## config.mk

```make
export PLATFORM = sky130hd
export DESIGN_NAME = atwsel_top
export DESIGN_NICKNAME = d
export VERILOG_FILES = /design/src/rtl/atwsel_pkg.sv /design/src/rtl/atwsel_top.sv
export SDC_FILE = /design/constraint.sdc
export NUM_CORES = 1
export LEC_CHECK = 0
export ABC_CLOCK_PERIOD_IN_PS = 3200
export BUFFER_PORTS_ARGS = -buffer_cell sky130_fd_sc_hd__buf_2
export CAP_MARGIN = 10
export CORE_MARGIN = 2
export CORE_UTILIZATION = 25
export DETAILED_ROUTE_END_ITERATION = 12
export GPL_TIMING_DRIVEN = 1
export HOLD_SLACK_MARGIN = 0.06
export SYNTH_ARGS = -nofsm -noshare
export SYNTH_HDL_FRONTEND = slang
export SYNTH_SLANG_ARGS = --single-unit
```

## constraint.sdc

```tcl
create_clock -name SYS_CLK_IN -period 3.2 [get_ports SYS_CLK_IN]
set_input_delay 0.64 -clock SYS_CLK_IN [delete_from_list [all_inputs] [get_ports SYS_CLK_IN]]
set_output_delay 0.64 -clock SYS_CLK_IN [all_outputs]
set_load 0.1 [all_outputs]
```

## src/rtl/atwsel_pkg.sv

```systemverilog
// Constants for the converter scan-wrap and trigger-source control block.
// Assumes an APB slave port with 32-bit data and word-aligned registers.
// What this block does
// - Writing either register aborts the running sequence, never starts one.
// - Wrap field bits 3:0; multi-channel scan returns to channel 0 after it.
// - Wrap codes 1 to 15 pick wrap channel; code zero is reserved.
// - Bit 7 picks trigger from analog channel (0) or dedicated input (1).
// - Trigger channel field bits 3:0 picks analog channel 0 to 15 when bit 7 clear.
// - Without dedicated inputs bit 7 still stores; source stays analog channel.
// - Trigger starts only when enabled; analog source gets its input buffer enabled.
// - Level/edge and polarity: 00 fall, 01 rise, 10 low, 11 high.
package atwsel_pkg;
   localparam logic [11:0] ADDR_WRAP = 12'h000;
   localparam logic [11:0] ADDR_TRIG = 12'h004;
   localparam logic [11:0] ADDR_CTRL = 12'h008;
   localparam logic [11:0] ADDR_STAT = 12'h00c;
   localparam int WRAP_MSB = 3;
   localparam int TSEL_BIT = 7;
   localparam int CH_MSB = 3;
   localparam int CTRL_ETE = 0;
   localparam int CTRL_MULTI = 1;
   localparam int CTRL_LE = 2;
   localparam int CTRL_POL = 3;
   localparam int CTRL_START = 4;
   localparam int STAT_ACT_BIT = 0;
   localparam int STAT_CH_LSB = 4;
   localparam int STAT_CH_MSB = 7;
   localparam int DED_SEL_MSB = 1;
   localparam logic [3:0] WRAP_RST = 4'hf;
   localparam logic [3:0] CTRL_RST = 4'h0;
   localparam logic [3:0] CH_ZERO = 4'h0;
   localparam logic [3:0] DED_LAST = 4'h3;
   typedef enum logic [1:0] {
      ATWSEL_IDLE = 2'b00,
      ATWSEL_RUN = 2'b01
   } atwsel_state_t;
endpackage

```

## src/rtl/atwsel_top.sv

```systemverilog
// Scan wrap and external trigger source control with an APB register slave.
// Assumes conversion completions arrive as one-cycle pulses from the converter core.
//
// The implementer's own choices: the APB interface to the registers and the register addresses.
`timescale 1ns/100ps
module atwsel_top #(
   parameter bit HAS_DEDICATED = 1'b1
) (
   input wire logic SYS_CLK_IN,
   input wire logic RST_B_IN,
   input wire logic PSEL_IN,
   input wire logic PENABLE_IN,
   input wire logic PWRITE_IN,
   input wire logic [11:0] PADDR_IN,
   input wire logic [31:0] PWDATA_IN,
   input wire logic [3:0] PSTRB_IN,
   output logic [31:0] PRDATA_OUT,
   output logic PREADY_OUT,
   output logic PSLVERR_OUT,
   input wire logic [15:0] ANALOG_TRIG_IN,
   input wire logic [3:0] DEDICATED_TRIGGER_INPUTS_IN,
   input wire logic CONV_DONE_IN,
   output logic SEQ_ABORT_OUT,
   output logic SEQ_ACTIVE_OUT,
   output logic [3:0] CUR_CHANNEL_OUT,
   output logic [15:0] DIG_BUF_EN_OUT
);
   logic [3:0] wrap_q;
   logic tsel_q;
   logic [3:0] tch_q;
   logic [3:0] ctrl_q;
   logic [3:0] ch_q;
   logic trig_prev_q;
   logic abort_q;
   atwsel_pkg::atwsel_state_t state_q;
   logic wr_acc, rd_setup, wr_wrap, wr_trig, wr_ctrl, start_sw;
   logic use_ded, trig_raw, trig_fire;
   logic [31:0] rdata_d;

   function automatic logic addr_hit(input logic [11:0] a, input logic [11:0] r);
      addr_hit = (a == r);
   endfunction

   assign wr_acc = PSEL_IN & PENABLE_IN & PWRITE_IN & PSTRB_IN[0];
   // Read data is captured in the setup cycle so it stands through the access cycle
   assign rd_setup = PSEL_IN & ~PENABLE_IN & ~PWRITE_IN;
   assign wr_wrap = wr_acc & addr_hit(PADDR_IN, atwsel_pkg::ADDR_WRAP);
   assign wr_trig = wr_acc & addr_hit(PADDR_IN, atwsel_pkg::ADDR_TRIG);
   assign wr_ctrl = wr_acc & addr_hit(PADDR_IN, atwsel_pkg::ADDR_CTRL);
   assign start_sw = wr_ctrl & PWDATA_IN[atwsel_pkg::CTRL_START];
   assign PREADY_OUT = 1'b1;
   assign PSLVERR_OUT = PSEL_IN & PENABLE_IN & ~(addr_hit(PADDR_IN, atwsel_pkg::ADDR_WRAP)
      | addr_hit(PADDR_IN, atwsel_pkg::ADDR_TRIG) | addr_hit(PADDR_IN, atwsel_pkg::ADDR_CTRL)
      | addr_hit(PADDR_IN, atwsel_pkg::ADDR_STAT));

   always_ff @(posedge SYS_CLK_IN) begin
      if (!RST_B_IN) begin
         wrap_q <= atwsel_pkg::WRAP_RST;
         tsel_q <= 1'b0;
         tch_q <= atwsel_pkg::CH_ZERO;
         ctrl_q <= atwsel_pkg::CTRL_RST;
      end else begin
         if (wr_wrap) begin
            wrap_q <= PWDATA_IN[atwsel_pkg::WRAP_MSB:0];
         end
         if (wr_trig) begin
            tsel_q <= PWDATA_IN[atwsel_pkg::TSEL_BIT];
            tch_q <= PWDATA_IN[atwsel_pkg::CH_MSB:0];
         end
         if (wr_ctrl) begin
            ctrl_q <= PWDATA_IN[atwsel_pkg::CTRL_POL:0];
         end
      end
   end

   always_comb begin
      rdata_d = 32'h0;
      if (addr_hit(PADDR_IN, atwsel_pkg::ADDR_WRAP)) begin
         rdata_d[atwsel_pkg::WRAP_MSB:0] = wrap_q;
      end else if (addr_hit(PADDR_IN, atwsel_pkg::ADDR_TRIG)) begin
         rdata_d[atwsel_pkg::TSEL_BIT] = tsel_q;
         rdata_d[atwsel_pkg::CH_MSB:0] = tch_q;
      end else if (addr_hit(PADDR_IN, atwsel_pkg::ADDR_CTRL)) begin
         rdata_d[atwsel_pkg::CTRL_POL:0] = ctrl_q;
      end else if (addr_hit(PADDR_IN, atwsel_pkg::ADDR_STAT)) begin
         rdata_d[atwsel_pkg::STAT_CH_MSB:atwsel_pkg::STAT_CH_LSB] = ch_q;
         rdata_d[atwsel_pkg::STAT_ACT_BIT] = (state_q == atwsel_pkg::ATWSEL_RUN);
      end
   end

   always_ff @(posedge SYS_CLK_IN) begin
      if (!RST_B_IN) begin
         PRDATA_OUT <= 32'h0;
      end else if (rd_setup) begin
         PRDATA_OUT <= rdata_d;
      end
   end

   assign use_ded = HAS_DEDICATED & tsel_q;
   always_comb begin
      if (use_ded) begin
         // Reserved codes hold trig_raw low, which still fires in low-level mode
         trig_raw = 1'b0;
         if (tch_q <= atwsel_pkg::DED_LAST) begin
            trig_raw = DEDICATED_TRIGGER_INPUTS_IN[tch_q[atwsel_pkg::DED_SEL_MSB:0]];
         end
      end else begin
         trig_raw = ANALOG_TRIG_IN[tch_q];
      end
   end

   always_comb begin
      DIG_BUF_EN_OUT = 16'h0;
      if (ctrl_q[atwsel_pkg::CTRL_ETE] & ~use_ded) begin
         DIG_BUF_EN_OUT[tch_q] = 1'b1;
      end
   end

   always_comb begin
      case ({ctrl_q[atwsel_pkg::CTRL_LE], ctrl_q[atwsel_pkg::CTRL_POL]})
         2'b00: trig_fire = trig_prev_q & ~trig_raw;
         2'b01: trig_fire = ~trig_prev_q & trig_raw;
         2'b10: trig_fire = ~trig_raw;
         2'b11: trig_fire = trig_raw;
         default: trig_fire = 1'b0;
      endcase
   end

   always_ff @(posedge SYS_CLK_IN) begin
      if (!RST_B_IN) begin
         trig_prev_q <= 1'b0;
      end else begin
         trig_prev_q <= trig_raw;
      end
   end

   always_ff @(posedge SYS_CLK_IN) begin
      if (!RST_B_IN) begin
         state_q <= atwsel_pkg::ATWSEL_IDLE;
         ch_q <= atwsel_pkg::CH_ZERO;
         abort_q <= 1'b0;
      end else begin
         abort_q <= wr_wrap | wr_trig;
         if (wr_wrap | wr_trig) begin
            state_q <= atwsel_pkg::ATWSEL_IDLE;
            ch_q <= atwsel_pkg::CH_ZERO;
         end else begin
            case (state_q)
               atwsel_pkg::ATWSEL_IDLE: begin
                  if (start_sw | (ctrl_q[atwsel_pkg::CTRL_ETE] & trig_fire)) begin
                     state_q <= atwsel_pkg::ATWSEL_RUN;
                     ch_q <= atwsel_pkg::CH_ZERO;
                  end
               end
               atwsel_pkg::ATWSEL_RUN: begin
                  if (CONV_DONE_IN) begin
                     if (!ctrl_q[atwsel_pkg::CTRL_MULTI]) begin
                        state_q <= atwsel_pkg::ATWSEL_IDLE;
                     end else if (ch_q >= wrap_q) begin
                        ch_q <= atwsel_pkg::CH_ZERO;
                        state_q <= atwsel_pkg::ATWSEL_IDLE;
                     end else begin
                        ch_q <= ch_q + 4'h1;
                     end
                  end
               end
               default: state_q <= atwsel_pkg::ATWSEL_IDLE;
            endcase
         end
      end
   end

   assign SEQ_ABORT_OUT = abort_q;
   assign SEQ_ACTIVE_OUT = (state_q == atwsel_pkg::ATWSEL_RUN);
   assign CUR_CHANNEL_OUT = ch_q;

   chk_abort_idle: assert property (@(posedge SYS_CLK_IN) disable iff (!RST_B_IN)
      (wr_wrap | wr_trig) |=> (!SEQ_ACTIVE_OUT && SEQ_ABORT_OUT && ch_q == 4'h0))
      else $error("config write did not abort");
   chk_abort_once: assert property (@(posedge SYS_CLK_IN) disable iff (!RST_B_IN)
      !(wr_wrap | wr_trig) |=> !SEQ_ABORT_OUT)
      else $error("abort without config write");
   chk_wrap_zero: assert property (@(posedge SYS_CLK_IN) disable iff (!RST_B_IN)
      (SEQ_ACTIVE_OUT && CONV_DONE_IN && ctrl_q[1] && ch_q == wrap_q && !wr_wrap && !wr_trig)
      |=> ch_q == 4'h0)
      else $error("scan did not wrap");
   chk_scan_step: assert property (@(posedge SYS_CLK_IN) disable iff (!RST_B_IN)
      (SEQ_ACTIVE_OUT && CONV_DONE_IN && ctrl_q[1] && ch_q < wrap_q && !wr_wrap && !wr_trig)
      |=> ch_q == $past(ch_q) + 4'h1)
      else $error("scan did not step");
   chk_trig_read: assert property (@(posedge SYS_CLK_IN) disable iff (!RST_B_IN)
      wr_trig |=> (tsel_q == $past(PWDATA_IN[7]) && tch_q == $past(PWDATA_IN[3:0])))
      else $error("trigger register lost bits");
   chk_buf_enable: assert property (@(posedge SYS_CLK_IN) disable iff (!RST_B_IN)
      (ctrl_q[0] && !use_ded) |-> DIG_BUF_EN_OUT == (16'h1 << tch_q))
      else $error("buffer enable wrong");
   chk_no_start: assert property (@(posedge SYS_CLK_IN) disable iff (!RST_B_IN)
      (!SEQ_ACTIVE_OUT && !ctrl_q[0] && !start_sw) |=> !SEQ_ACTIVE_OUT)
      else $error("start without enable");
   chk_fire_start: assert property (@(posedge SYS_CLK_IN) disable iff (!RST_B_IN)
      (!SEQ_ACTIVE_OUT && ctrl_q[0] && trig_fire && !wr_wrap && !wr_trig) |=> SEQ_ACTIVE_OUT)
      else $error("enabled trigger did not start");
   chk_rise_edge: assert property (@(posedge SYS_CLK_IN) disable iff (!RST_B_IN)
      (ctrl_q[3:2] == 2'b10 && $rose(trig_raw)) |-> trig_fire)
      else $error("rising edge missed");
   chk_fall_edge: assert property (@(posedge SYS_CLK_IN) disable iff (!RST_B_IN)
      (ctrl_q[3:2] == 2'b00 && $fell(trig_raw)) |-> trig_fire)
      else $error("falling edge missed");
   chk_low_level: assert property (@(posedge SYS_CLK_IN) disable iff (!RST_B_IN)
      (ctrl_q[3:2] == 2'b01 && !trig_raw) |-> trig_fire)
      else $error("low level missed");
   chk_analog_src: assert property (@(posedge SYS_CLK_IN) disable iff (!RST_B_IN)
      !use_ded |-> trig_raw == ANALOG_TRIG_IN[tch_q])
      else $error("analog source wrong");
   chk_ded_src: assert property (@(posedge SYS_CLK_IN) disable iff (!RST_B_IN)
      (use_ded && tch_q > 4'h3) |-> !trig_raw)
      else $error("reserved dedicated code fired");
   chk_ded_pick: assert property (@(posedge SYS_CLK_IN) disable iff (!RST_B_IN)
      (use_ded && tch_q <= 4'h3) |-> trig_raw == DEDICATED_TRIGGER_INPUTS_IN[tch_q[1:0]])
      else $error("dedicated input not selected");
endmodule

```

# After elaboration in Yosys (flattened, before gate mapping)
# Cells that the tools add are included.
# word_totals
reg_bits	29
wordCells	90
output_inout_bits	56
input_bits	74
# op_classes
n_bitwise	26
eq_ne	11
n_reduce_logical	8
n_lt_le_gt_ge	5
addsub	1
mux	30
# ops
operator	count
4-bit 2-to-1 mux	9
12-bit by 4-bit equality test with 1-bit output (second input constant)	2
16-bit 2-to-1 mux	1
1-bit AND	14
12-bit by 3-bit equality test with 1-bit output (second input constant)	1
12-bit logical NOT	1
1-bit 2-to-1 mux	8
2-bit 2-to-1 mux	4
4-bit case mux with 2 select lines	1
1-bit NOT	7
3-bit 2-to-1 mux	2
4-bit by 5-bit < comparator with 1-bit output (second input constant)	1
1-bit OR	5
4-bit by 1-bit adder with 4-bit output (second input constant)	1
1-bit binary-select mux with 4-bit select	1
1-bit demux with 4-bit select	1
2-bit by 1-bit equality test with 1-bit output (second input constant)	2
2-bit equality test (second input constant)	2
4-bit by 1-bit greater-or-equal comparator with 1-bit output (second input constant)	1
4-bit greater-or-equal comparator	1
4-bit by 2-bit less-or-equal comparator with 1-bit output (second input constant)	1
2-bit logical NOT	2
2-bit != test (second input constant)	2
1-bit case mux with 4 select lines	1
10 further kinds	10

# Logic depth before layout (Yosys ltp)
# depth
depth_word	11
ltp_mapped	8
ltp_nobuf	8

# Worst setup path before layout
# OpenSTA, ideal clock, no wires.
# synth_timing
kind	register -> output
start	register tsel_q
end	output port DIG_BUF_EN_OUT[0]
path_slack_ns	0.303
path_stages_with_launch	5
arrival_ns	2.257
path_cell_list	dfxtp_1 > clkbuf_1 > nand2b_1 > or3_1 > nor2_1
# synth_between
elab_chain_len	3
# synth_lines
item	line	rtl
start: declaration	atwsel_top.sv:29	logic tsel_q;
start signal: assignment	atwsel_top.sv:67	tsel_q <= PWDATA_IN[atwsel_pkg::TSEL_BIT];
1-bit NOT	atwsel_top.sv:114	if (ctrl_q[atwsel_pkg::CTRL_ETE] & ~use_ded) begin
1-bit AND	atwsel_top.sv:114	
16-bit 2-to-1 mux	atwsel_top.sv:114	
end: declaration	atwsel_top.sv:26	output logic [15:0] DIG_BUF_EN_OUT
# Every way passes these cells.

# Worst setup path after layout
# layout_timing
start	register tsel_q
end	output port DIG_BUF_EN_OUT[8]
# Same word-level chain as after synthesis.

==> qor.csv <==
metric,value,unit
start_kind,flip-flop,
synth.most_common_cell,nor2_1,
cts_tree,built,
design_area,0.00234,mm^2
yosys-top-cells-count,"nor2_1 (41), dfxtp_1 (28), buf_4 (25)",
antenna_found_initial,0,
cts_root_buffer,clkbuf_8,
tightest_slew,0.670,ns
finalSetupViolCount,0,
clkTransAtPathRegs,0.09,ns
grt_pass1_vias,1591,
seq_area_frac_synth,29.5,%
grt_max_degree,17,
max_stage_delay,0.43,ns
ir_drop,0.164,mV
path_max_fanout,10,
cts_buffers,3,
clock.fmax,408,MHz
coreArea,0.00729,mm^2
fin_cells,396,
hold_class,flip-flop to flip-flop,
startpoint,tsel_q,
nFillCells,790,
diodes,0,
area_delta_synth_final,23.0,%
hold_viol,0,
netlist_area,0.00190,mm^2
async_reset_ff_share,0,%
max_slew_margin,55.0,%
worstReg2RegStart,tch_q[0],
clock-sinks,28,
drt_pass1_iterations,4,
power_density,359,mW/mm^2
grt_usage,11.3,%
whs,0.462,ns
clk_latency,0.27,ns
start_util,26.1,%
rows,31,
syn_avg_cell_area,8.30,um^2
layout-drive-gt1-share,29.6,%
period_share,76.6,%
drt-initial-drc-count,98,
num_io_pins,130,
path_cells,"nand2b_1, or3_1, nor2_1, buf_2",
drc,0,
ys.flop_type,dfxtp_1,
cp_slowest_cell,buf_2,
cts_resized,0,
synth-edff-count,0,
path_class,flip-flop to output pin,
yosys.area.top_type_share,29.5,%
yosys-top-cells-area,"dfxtp_1 (29%), buf_4 (9.9%), nor2_1 (8.1%), mux2i_1 (7.9%), mux4_1 (4.1%)",
fin_setup_tns,0,ns
drt-total-wl,4800,um
yosysUniqueCellTypes,45,
path_depth,4,
grt_pass1_wl,7670,um
die_h,91.2,um
cp.required,2.56,ns
pre_cts_slack,0.760,ns
final_antenna_net_count,0,
via_count,1808,
yosysWarnings,0,
slew_viol_final,0,
rr_endpoint,CUR_CHANNEL_OUT[3],
cts-hold-fix-buffers,0,
dp_hpwl,3950,um
layout_setup_ws,0.750,ns
arrival,1.81,ns
critPathTopFamily,simple AND/OR/NAND/NOR gates,
syn_inst,229,
wl_per_cell,12.1,um
worst-path-buf-inv,1,
skew,0.00125,ns
dp.cells,392,
rsz0062_at_grt,no,
synth-seq-cells,28,
die_x,91.2,um
yosysTopAreaCell,dfxtp_1,
clockBufferDepth,2,
r2r_cells,6,
placed_area,0.00227,mm^2
grt-ovfl-total,0,
cap_violations,0,
via_per_inst,4.57,
r2r_slack,0.76,ns
fin_nets,377,
port_buffers,75,
cellLeakagePower,1.13,nW
crit_end,DIG_BUF_EN_OUT[8],
htree_levels,1,
outcome,finished clean,
place_congestion,0.869,
dieArea,0.00832,mm^2
cts_setup_buffers,0,
period_minus_slack,2.45,ns
critPathCaptureType,output pin,
## where the power goes
| part | switching, W | total, W | internal, W |
|---|---|---|---|
| Clock | 0.000110 | 0.000278 | 0.000168 |
| Combinational | 0.000178 | 0.000209 | 0.0000313 |
| Sequential | 0.00000104 | 0.000352 | 0.000351 |
## worst min path at each step
stage               cells past startpoint            end     startpoint
floorplan                               2      wrap_q[0]      wrap_q[0]
global placement                        2  PRDATA_OUT[0]  PRDATA_OUT[0]
detailed placement                      2  PRDATA_OUT[0]  PRDATA_OUT[0]
CTS                                     2  PRDATA_OUT[0]  PRDATA_OUT[0]
global route                            2  PRDATA_OUT[0]  PRDATA_OUT[0]
finish                                  2  PRDATA_OUT[0]  PRDATA_OUT[0]
## state kept, by name (all words and copies together), names as in the netlist
signal           cells
tsel_q               1
ctrl_q               4
SEQ_ABORT_OUT        1
tch_q                4
PRDATA_OUT           8
CUR_CHANNEL_OUT      4
state_q              1
wrap_q               4
trig_prev_q          1
## through the flow
stage / power (W) / utilization, %
finish: 0.000838 / 32.1
global route: 0.000869 / 32.1
global placement: 0.000568 / 31.1
detailed placement: 0.000568 / 31.1
CTS: 0.000848 / 32.1
floorplan: 0.000555 / -
## per-layer routing
metal,vias to the layer above,GRT usage [%],wire length (um)
li1,897,-,-
met2,75,18.8,2230
met5,-,0,0
met1,833,15.4,2260
met4,0,2.27,26
met3,3,1.91,276
## final cells by class
cell class | count | area [um^2] | share of cell area, %
multi-input cells | 177 | 1150 | 49.4
flip-flops and latches | 28 | 561 | 24.0
repair buffers | 76 | 383 | 16.4
well taps | 99 | 124 | 5.30
inverters | 12 | 45.0 | 1.93
clock buffers | 3 | 41.3 | 1.77
clock inverters | 1 | 30.0 | 1.28
## worst min-delay path: stages (launching register included)
cell	delay (ns)
dfxtp_1	0.32
nand2_1	0.05
a21oi_1	0.05
## cell families after synthesis
group	after synthesis	synth area share, %
simple gates	93	25.5
mux	21	14.4
buf+inv	47	14.3
compound gates	33	12.6
other cells	2	0.395
flops	28	29.5
fa+ha+maj	5	3.29
## cells in the final DEF (no fill, tap or decap), types with 2 or more instances in the layout
cell / Yosys / routed
inv_1: 12 / 12
nor3_1: 7 / 7
mux2i_1: 15 / 15
a31oi_1: 3 / 3
nand3_1: 5 / 5
nand2b_1: 4 / 4
a21o_1: 2 / 2
nor3b_1: 3 / 3
dfxtp_1: 28 / 28
or4_1: 2 / 2
ha_1: 5 / 5
a21oi_1: 4 / 4
nand3b_1: 2 / 2
nand2_1: 12 / 12
clkbuf_8: 0 / 3
a221oi_1: 3 / 3
mux2_2: 2 / 2
o21ai_0: 4 / 4
nor4_1: 5 / 5
a22oi_1: 4 / 4
o211ai_1: 5 / 5
and3_1: 2 / 2
mux4_1: 3 / 3
buf_2: 1 / 75
a211o_1: 2 / 2
nor2_1: 41 / 41
conb_1: 2 / 25
(Power assumes the default switching activity.)
